`src/shared/tdra_pkg.sv`:
```
// Constants, field layout and state types for the cable reflectometry amplitude result bank.
// Assumes a 32-bit AXI4-Lite slave port and a reflectometry engine on the same clock.
// Behaviour
// RL1: Results meaningful only after diagnostic-done reads one.
// RL2: Bits 15 and 7 ignore writes, read zero.
// RL3: Two seven-bit read-only fields, reset to zero.
// RL4: Word 0x0186 bits 14:8 hold transmit peak four.
// RL5: Word 0x0186 bits 6:0 hold transmit peak three.
// RL6: Word 0x0187 bits 14:8 hold receive peak one.
// RL7: Word 0x0187 bits 6:0 hold transmit peak five.
// RL8: Word 0x0188 bits 14:8 hold receive peak three.
// RL9: Word 0x0188 bits 6:0 hold receive peak two.
// RL10: Word 0x0185 holds transmit peaks two and one.
// RL11: Load fields before done; hold until next run.
package tdra_pkg;

  // Bus geometry.
  localparam int unsigned ADDR_W   = 12;
  localparam int unsigned DATA_W   = 32;
  localparam int unsigned IDX_W    = 10;
  localparam int unsigned IDX_LSB  = 2;
  localparam int unsigned WORD_W   = 16;

  // Register indices; the byte address is four times the index.
  localparam logic [IDX_W-1:0] IDX_DIAG_CONTROL = 10'h01e;
  localparam logic [IDX_W-1:0] IDX_AMP_TX1_TX2  = 10'h185;
  localparam logic [IDX_W-1:0] IDX_AMP_TX3_TX4  = 10'h186;
  localparam logic [IDX_W-1:0] IDX_AMP_TX5_RX1  = 10'h187;
  localparam logic [IDX_W-1:0] IDX_AMP_RX2_RX3  = 10'h188;

  // Amplitude field layout inside a result word.
  localparam int unsigned AMP_W      = 7;
  localparam int unsigned AMP_HI_LSB = 8;
  localparam int unsigned AMP_LO_LSB = 0;
  localparam int unsigned RSVD_HI    = 15;
  localparam int unsigned RSVD_LO    = 7;
  localparam logic [AMP_W-1:0] AMP_RESET = 7'h00;
  localparam logic               RSVD_VALUE = 1'h0;

  // Diagnostic-done position in the control view.
  localparam int unsigned DONE_BIT = 1;

  // Field slots, one per reflection peak.
  localparam int unsigned FIELD_COUNT = 8;
  localparam int unsigned F_TX1 = 0;
  localparam int unsigned F_TX2 = 1;
  localparam int unsigned F_TX3 = 2;
  localparam int unsigned F_TX4 = 3;
  localparam int unsigned F_TX5 = 4;
  localparam int unsigned F_RX1 = 5;
  localparam int unsigned F_RX2 = 6;
  localparam int unsigned F_RX3 = 7;

  // AXI response codes.
  localparam logic [1:0] RESP_OKAY   = 2'h0;
  localparam logic [1:0] RESP_DECERR = 2'h3;

  // Write channel states.
  typedef enum logic [1:0] {
    WR_COLLECT = 2'h1,
    WR_RESP    = 2'h2
  } tdra_wr_state_t;

  // Read channel states.
  typedef enum logic [1:0] {
    RD_IDLE = 2'h1,
    RD_RESP = 2'h2
  } tdra_rd_state_t;

endpackage

```
`src/logic/tdra_amp_field.sv`:
```
// One seven-bit amplitude result field with synchronous reset and load.
// Assumes the load pulse and value come from logic on the same clock.
`timescale 1ns/100ps
module tdra_amp_field
  import tdra_pkg::*;
(
  // Clock and reset.
  input  wire logic             clk,
  input  wire logic             rst,
  // Capture request and value.
  input  wire logic             load,
  input  wire logic [AMP_W-1:0] ampIn,
  // Held amplitude.
  output logic      [AMP_W-1:0] amp
);

  logic [AMP_W-1:0] amp_d;
  logic [AMP_W-1:0] amp_q;

  // The value changes only on a load, so software sees a stable result between runs.
  always_comb
  begin
    amp_d = amp_q;
    if (load)
    begin
      amp_d = ampIn; // RL11
    end
  end

  // Field returns to zero on reset.
  always_ff @(posedge clk)
  begin
    if (rst)
    begin
      amp_q <= AMP_RESET; // RL3
    end
    else
    begin
      amp_q <= amp_d;
    end
  end

  assign amp = amp_q;

endmodule // tdra_amp_field

```
`src/logic/tdra_results.sv`:
```
// Top of the reflectometry amplitude result bank with its AXI4-Lite slave.
// Assumes the engine on the same clock pulses runStart and runDone with amplitudes valid at done.
`timescale 1ns/100ps
module tdra_results
  import tdra_pkg::*;
(
  // Clock and reset.
  input  wire logic              clk,
  input  wire logic              rst,
  // Reflectometry engine results.
  input  wire logic              runStart,
  input  wire logic              runDone,
  input  wire logic [AMP_W-1:0]  ampTx1In,
  input  wire logic [AMP_W-1:0]  ampTx2In,
  input  wire logic [AMP_W-1:0]  ampTx3In,
  input  wire logic [AMP_W-1:0]  ampTx4In,
  input  wire logic [AMP_W-1:0]  ampTx5In,
  input  wire logic [AMP_W-1:0]  ampRx1In,
  input  wire logic [AMP_W-1:0]  ampRx2In,
  input  wire logic [AMP_W-1:0]  ampRx3In,
  // Diagnostic status.
  output logic                   diagDone,
  // AXI4-Lite write address.
  input  wire logic              s_axi_awvalid,
  output logic                   s_axi_awready,
  input  wire logic [ADDR_W-1:0] s_axi_awaddr,
  input  wire logic [2:0]        s_axi_awprot,
  // AXI4-Lite write data.
  input  wire logic              s_axi_wvalid,
  output logic                   s_axi_wready,
  input  wire logic [DATA_W-1:0] s_axi_wdata,
  input  wire logic [3:0]        s_axi_wstrb,
  // AXI4-Lite write response.
  output logic                   s_axi_bvalid,
  input  wire logic              s_axi_bready,
  output logic      [1:0]        s_axi_bresp,
  // AXI4-Lite read address.
  input  wire logic              s_axi_arvalid,
  output logic                   s_axi_arready,
  input  wire logic [ADDR_W-1:0] s_axi_araddr,
  input  wire logic [2:0]        s_axi_arprot,
  // AXI4-Lite read data.
  output logic                   s_axi_rvalid,
  input  wire logic              s_axi_rready,
  output logic      [DATA_W-1:0] s_axi_rdata,
  output logic      [1:0]        s_axi_rresp
);

  // Register index of a byte address.
  function automatic logic [IDX_W-1:0] regIndex(input logic [ADDR_W-1:0] addr);
    regIndex = addr[IDX_LSB +: IDX_W];
  endfunction

  // True when the address names a word of this bank.
  function automatic logic regHit(input logic [ADDR_W-1:0] addr);
    logic [IDX_W-1:0] idx;
    idx = regIndex(addr);
    regHit = (idx == IDX_DIAG_CONTROL) || (idx == IDX_AMP_TX1_TX2) ||
             (idx == IDX_AMP_TX3_TX4) || (idx == IDX_AMP_TX5_RX1) ||
             (idx == IDX_AMP_RX2_RX3);
  endfunction

  // Builds a result word; reserved bits are forced to zero here, never stored.
  function automatic logic [DATA_W-1:0] ampWord(input logic [AMP_W-1:0] hi,
                                                input logic [AMP_W-1:0] lo);
    logic [DATA_W-1:0] w;
    w = '0;
    w[AMP_HI_LSB +: AMP_W] = hi;
    w[AMP_LO_LSB +: AMP_W] = lo;
    w[RSVD_HI] = RSVD_VALUE; // RL2
    w[RSVD_LO] = RSVD_VALUE; // RL2
    ampWord = w;
  endfunction

  logic [AMP_W-1:0] ampIn  [FIELD_COUNT];
  logic [AMP_W-1:0] ampVal [FIELD_COUNT];

  // Engine inputs gathered into slots by peak.
  always_comb
  begin
    ampIn[F_TX1] = ampTx1In;
    ampIn[F_TX2] = ampTx2In;
    ampIn[F_TX3] = ampTx3In;
    ampIn[F_TX4] = ampTx4In;
    ampIn[F_TX5] = ampTx5In;
    ampIn[F_RX1] = ampRx1In;
    ampIn[F_RX2] = ampRx2In;
    ampIn[F_RX3] = ampRx3In;
  end

  // Every field captures on the same done pulse, so all words belong to one run.
  for (genvar g = 0; g < FIELD_COUNT; g++)
  begin : gField
    tdra_amp_field uField (
      .clk   (clk),
      .rst   (rst),
      .load  (runDone), // RL11
      .ampIn (ampIn[g]),
      .amp   (ampVal[g])
    );
  end

  logic loaded_d;
  logic loaded_q;
  logic done_d;
  logic done_q;

  // Done rises one cycle after the capture, so a reader that sees it finds fresh fields.
  // A done event in the cycle of a new start wins, so a finished run is never hidden.
  always_comb
  begin
    loaded_d = runDone;
    done_d   = done_q;
    if (runStart)
    begin
      done_d = 1'b0;
    end
    if (loaded_q)
    begin
      done_d = 1'b1; // RL11 RL1
    end
  end

  // Status flops.
  always_ff @(posedge clk)
  begin
    if (rst)
    begin
      loaded_q <= 1'b0;
      done_q   <= 1'b0;
    end
    else
    begin
      loaded_q <= loaded_d;
      done_q   <= done_d;
    end
  end

  // Read data mux; unmapped words read as zero.
  logic [DATA_W-1:0] readWord;
  always_comb
  begin
    readWord = '0;
    unique case (regIndex(s_axi_araddr))
      IDX_DIAG_CONTROL: readWord[DONE_BIT] = done_q; // RL1
      IDX_AMP_TX1_TX2:  readWord = ampWord(ampVal[F_TX2], ampVal[F_TX1]); // RL10
      IDX_AMP_TX3_TX4:  readWord = ampWord(ampVal[F_TX4], ampVal[F_TX3]); // RL4 RL5
      IDX_AMP_TX5_RX1:  readWord = ampWord(ampVal[F_RX1], ampVal[F_TX5]); // RL6 RL7
      IDX_AMP_RX2_RX3:  readWord = ampWord(ampVal[F_RX3], ampVal[F_RX2]); // RL8 RL9
      default:          readWord = '0;
    endcase
  end

  tdra_wr_state_t    wrState_d;
  tdra_wr_state_t    wrState_q;
  logic              awGot_d;
  logic              awGot_q;
  logic              wGot_d;
  logic              wGot_q;
  logic [ADDR_W-1:0] awAddr_d;
  logic [ADDR_W-1:0] awAddr_q;
  logic              awready_d;
  logic              awready_q;
  logic              wready_d;
  logic              wready_q;
  logic              bvalid_d;
  logic              bvalid_q;
  logic [1:0]        bresp_d;
  logic [1:0]        bresp_q;
  logic [ADDR_W-1:0] wrAddr;

  // Write path: address and data are taken in either order; every word is read-only,
  // so a write only earns a response and never changes a field.
  always_comb
  begin
    wrState_d = wrState_q;
    awGot_d   = awGot_q;
    wGot_d    = wGot_q;
    awAddr_d  = awAddr_q;
    awready_d = awready_q;
    wready_d  = wready_q;
    bvalid_d  = bvalid_q;
    bresp_d   = bresp_q;
    wrAddr    = awAddr_q;
    unique case (wrState_q)
      WR_COLLECT:
      begin
        if (s_axi_awvalid && awready_q)
        begin
          awGot_d   = 1'b1;
          awAddr_d  = s_axi_awaddr;
          wrAddr    = s_axi_awaddr;
          awready_d = 1'b0;
        end
        if (s_axi_wvalid && wready_q)
        begin
          wGot_d   = 1'b1;
          wready_d = 1'b0;
        end
        if (awGot_d && wGot_d)
        begin
          wrState_d = WR_RESP;
          bvalid_d  = 1'b1;
          bresp_d   = regHit(wrAddr) ? RESP_OKAY : RESP_DECERR; // RL2 RL3
        end
      end
      WR_RESP:
      begin
        if (s_axi_bready)
        begin
          wrState_d = WR_COLLECT;
          bvalid_d  = 1'b0;
          awGot_d   = 1'b0;
          wGot_d    = 1'b0;
          awready_d = 1'b1;
          wready_d  = 1'b1;
        end
      end
      default:
      begin
        wrState_d = WR_COLLECT;
        awready_d = 1'b1;
        wready_d  = 1'b1;
      end
    endcase
  end

  // Write path flops.
  always_ff @(posedge clk)
  begin
    if (rst)
    begin
      wrState_q <= WR_COLLECT;
      awGot_q   <= 1'b0;
      wGot_q    <= 1'b0;
      awAddr_q  <= '0;
      awready_q <= 1'b1;
      wready_q  <= 1'b1;
      bvalid_q  <= 1'b0;
      bresp_q   <= RESP_OKAY;
    end
    else
    begin
      wrState_q <= wrState_d;
      awGot_q   <= awGot_d;
      wGot_q    <= wGot_d;
      awAddr_q  <= awAddr_d;
      awready_q <= awready_d;
      wready_q  <= wready_d;
      bvalid_q  <= bvalid_d;
      bresp_q   <= bresp_d;
    end
  end

  tdra_rd_state_t    rdState_d;
  tdra_rd_state_t    rdState_q;
  logic              arready_d;
  logic              arready_q;
  logic              rvalid_d;
  logic              rvalid_q;
  logic [DATA_W-1:0] rdata_d;
  logic [DATA_W-1:0] rdata_q;
  logic [1:0]        rresp_d;
  logic [1:0]        rresp_q;

  // Read path: data is sampled when the address is taken and held until rready.
  always_comb
  begin
    rdState_d = rdState_q;
    arready_d = arready_q;
    rvalid_d  = rvalid_q;
    rdata_d   = rdata_q;
    rresp_d   = rresp_q;
    unique case (rdState_q)
      RD_IDLE:
      begin
        if (s_axi_arvalid && arready_q)
        begin
          rdState_d = RD_RESP;
          arready_d = 1'b0;
          rvalid_d  = 1'b1;
          rdata_d   = readWord;
          rresp_d   = regHit(s_axi_araddr) ? RESP_OKAY : RESP_DECERR;
        end
      end
      RD_RESP:
      begin
        if (s_axi_rready)
        begin
          rdState_d = RD_IDLE;
          arready_d = 1'b1;
          rvalid_d  = 1'b0;
        end
      end
      default:
      begin
        rdState_d = RD_IDLE;
        arready_d = 1'b1;
        rvalid_d  = 1'b0;
      end
    endcase
  end

  // Read path flops.
  always_ff @(posedge clk)
  begin
    if (rst)
    begin
      rdState_q <= RD_IDLE;
      arready_q <= 1'b1;
      rvalid_q  <= 1'b0;
      rdata_q   <= '0;
      rresp_q   <= RESP_OKAY;
    end
    else
    begin
      rdState_q <= rdState_d;
      arready_q <= arready_d;
      rvalid_q  <= rvalid_d;
      rdata_q   <= rdata_d;
      rresp_q   <= rresp_d;
    end
  end

  // All outputs come straight from flops.
  assign diagDone      = done_q;
  assign s_axi_awready = awready_q;
  assign s_axi_wready  = wready_q;
  assign s_axi_bvalid  = bvalid_q;
  assign s_axi_bresp   = bresp_q;
  assign s_axi_arready = arready_q;
  assign s_axi_rvalid  = rvalid_q;
  assign s_axi_rdata   = rdata_q;
  assign s_axi_rresp   = rresp_q;

endmodule // tdra_results

```
`config.mk`:
```
export PLATFORM = sky130hd
export DESIGN_NAME = tdra_results
export DESIGN_NICKNAME = d
export VERILOG_FILES = /design/src/shared/tdra_pkg.sv /design/src/logic/tdra_amp_field.sv /design/src/logic/tdra_results.sv
export SDC_FILE = /design/constraint.sdc
export NUM_CORES = 1
export LEC_CHECK = 0
export BUFFER_PORTS_ARGS = -buffer_cell sky130_fd_sc_hd__buf_2
export CORE_AREA = 2 2 105 87
export CTS_BUF_LIST = sky130_fd_sc_hd__clkbuf_8
export DETAILED_ROUTE_END_ITERATION = 16
export DIE_AREA = 0 0 107 89
export GPL_TIMING_DRIVEN = 0
export PLACE_DENSITY = 0.81
export SETUP_SLACK_MARGIN = 0.5
export SYNTH_ARGS = -nofsm -noshare
export SYNTH_HDL_FRONTEND = slang
export SYNTH_HIERARCHICAL = 1
export SYNTH_SLANG_ARGS = --single-unit
```
`constraint.sdc`:
```
create_clock -name clk -period 2.1 [get_ports clk]
set_clock_uncertainty 0.1 [all_clocks]
set_input_delay 0.42 -clock clk [delete_from_list [all_inputs] [get_ports clk]]
set_output_delay 0.42 -clock clk [all_outputs]
set_load 0.005 [all_outputs]
```
==> flow_summary.ini <==
[run_status]
outcome = finished clean

[yosys]
ys.flop_type = dfxtp_1
yosys-top-cells-area = dfxtp_1 (46%), mux2i_1 (17%), nor2_1 (7.2%)
synthTopCellsByCount = dfxtp_1 (93), nor2_1 (78), mux2i_1 (71)
synth_area_leader_cell = dfxtp_1
yosysTopAreaCellShare_pct = 45.8
yosysUniqueCellTypes = 40
avgSynthCellArea_um2 = 9.88
yosysSeqAreaShare_pct = 45.8
synth.most_common_cell = dfxtp_1
ys_seq_elements = 93
synth_area_mm2 = 0.00407
synth_edf_count = 0
ys_warn_count = 6
synthArstFlopShare_pct = 0
syn_inst = 412

[clock_tree]
cts_tree = built
numCtsBuffers = 9
clk_pin_slew_ns = 0.10
cts_sinks = 93
root_buffer = clkbuf_8
cts_max_path_buffers = 2
cts-htree-levels = 3
clkLatencyLatePin_ns = 0.37

[finish]
nFillCells = 716
fin_area_mm2 = 0.00506
layout-drive-gt1-share_pct = 30.9
areaGrowthSynthToFinish_pct = 24.4
layout.nets = 680

[power_and_ir_drop]
max-vdd-ir-drop_mv = 0.480
p_leak_uw = 0.00244
power_density_mw_per_mm2 = 715
finalPower_uw = 3620

[timing]
max_clock_freq_mhz = 667
final_max_slew_viol_count = 0
timing.final.crit_share_pct = 71.3
rsz0062_at_grt = false
post-route-min-period_ns = 1.50
hold_viol_final = 0
finalSetupViolCount = 0
tns_ns = 0

[global_routing]
grt_pass1_wl_mm = 14.2
grt_pass1_vias = 3127
grt_antenna_before_repair = 2
grt_max_degree = 59
grt_util_all_layers_pct = 19.3
grt_overflow = 0

[floorplan]
io_pins = 173
die_area_mm2 = 0.00952
die_h_um = 89
start_util_pct = 48.6
num_rows = 30
core_mm2 = 0.00837
die-width_um = 107

[route]
ant_nets = 0
drt_wl_total_mm = 9.06
num_vias = 3355
wl_per_cell_um = 13.6
drt_pre_antenna_iters = 4
drt_iter0_drc = 147
drc_errors = 0
viasPerCell = 5.03

[hold_path]
hp-class = in -> reg
whs_path_depth = 3

[placed_design]
place_hpwl_mm = 7.09
io_buffers = 107
globalplace.congestion = 0.855
placed_area_mm2 = 0.00483

[worst_setup_path]
cp-end-kind = flop
ff2ff_path_depth = 5
critPathKind = in -> reg
crit_arrival_ns = 1.66
cp.required_ns = 2.26
startpoint_type = input port
crit_fanout = 10

[run]
maxCapViolCount = 0
what timing repair did:
| action | 4_1_cts | 5_1_grt |
|---|---|---|
| buffers inserted | 1 | 1 |
| setup endpoints to repair | 32 | 21 |
| gates resized for setup | 6 | 10 |
| hold buffers | 0 | 0 |
worst max-delay path, cell delays in order:
cell	delay [ns]
buf_2	0.15
nand4bb_1	0.26
buf_2	0.26
nor2_1	0.08
a221o_1	0.28
a22o_1	0.21
state kept, by name, indices dropped and copies added (netlist names), 2 cells and up:
| name | count |
|---|---|
| gField.uField/amp | 56 |
| s_axi_rdata | 14 |
| rdState_q | 2 |
| wrState_q | 2 |
| awAddr_q | 10 |
report_power, final:
group          total, uW  switching, uW  internal, uW
Clock               1120            667           451
Combinational        553            272           281
Sequential          1950           72.8          1880
Total               3620           1010          2610
path summary, 6_finish.rpt:
| path | from | end | slack, ns |
|---|---|---|---|
| max | s_axi_araddr[11] | s_axi_rdata[11] | 0.60 |
| min | ampTx3In[5] | gField[2].uField/amp[5] | 0.18 |
| max reg2reg | rdState_q[1] | s_axi_rdata[11] | 0.64 |
| min reg2reg | loaded_q | diagDone | 0.35 |
layout by cell type (no fill, tap or decap), types with 2 or more instances in the layout:
master and count:
clkbuf_2 4, nor2_1 77, nor4bb_1 5, inv_6 3, a22o_1 13, buf_6 11, a31oi_1 3, nand2b_1 4
o22ai_1 2, o2bb2ai_1 3, dfxtp_1 93, nor3_1 2, nand2_1 27, nand3b_1 2, nand4bb_1 2, clkbuf_8 9
a21oi_1 17, o221ai_1 2, nor4b_4 3, mux2i_1 71, inv_1 6, o21ai_0 4, conb_1 18, buf_2 107
nor2b_1 6, clkinv_4 2, and2_1 2, a221o_1 14, buf_4 24
cells by family after synthesis:
group	share of synthesized area (%)
other	0.0922
buffers and inverters	8.03
multiplexers	17.5
AND/OR/NAND/NOR	16.6
flip-flops	45.8
AO/OA/AOI/OAI	12.1
per-stage QoR:
stage | util, % | instances | worst slack (ns) | hold WS (ns)
final | 60.5 | 667 | 0.602 | 0.179
after global routing | 60.5 | 667 | 0.513 | 0.163
after CTS | 60.1 | 665 | 0.495 | 0.164
after detailed placement | 57.7 | 648 | -0.569 | 0.329
after global placement | 57.7 | 648 | -0.459 | 0.325
after floorplan | - | 429 | 0.463 | 0.313
cell type report:
class	count	area, um^2	share of cell area [%]
plain buffers	40	338	6.67
clock buffers	9	124	2.45
inverters	5	18.8	0.371
clock inverters	7	58.8	1.16
multi-input cells	291	1960	38.7
flip-flops and latches	93	1860	36.8
diodes	1	2.50	0.0494
repair buffers	109	561	11.1
well taps	112	140	2.77
layer usage:
layer | wire length [um] | track usage [%] | share of wire [%] | up-vias
met5 | 0 | 0 | 0 | -
met4 | 155 | 6.49 | 1.7 | 0
met3 | 748 | 8.02 | 8.3 | 13
met2 | 4150 | 32.2 | 46 | 122
met1 | 4010 | 22.8 | 44 | 1525
li1 | - | - | - | 1695
(Power assumes the default switching activity.)
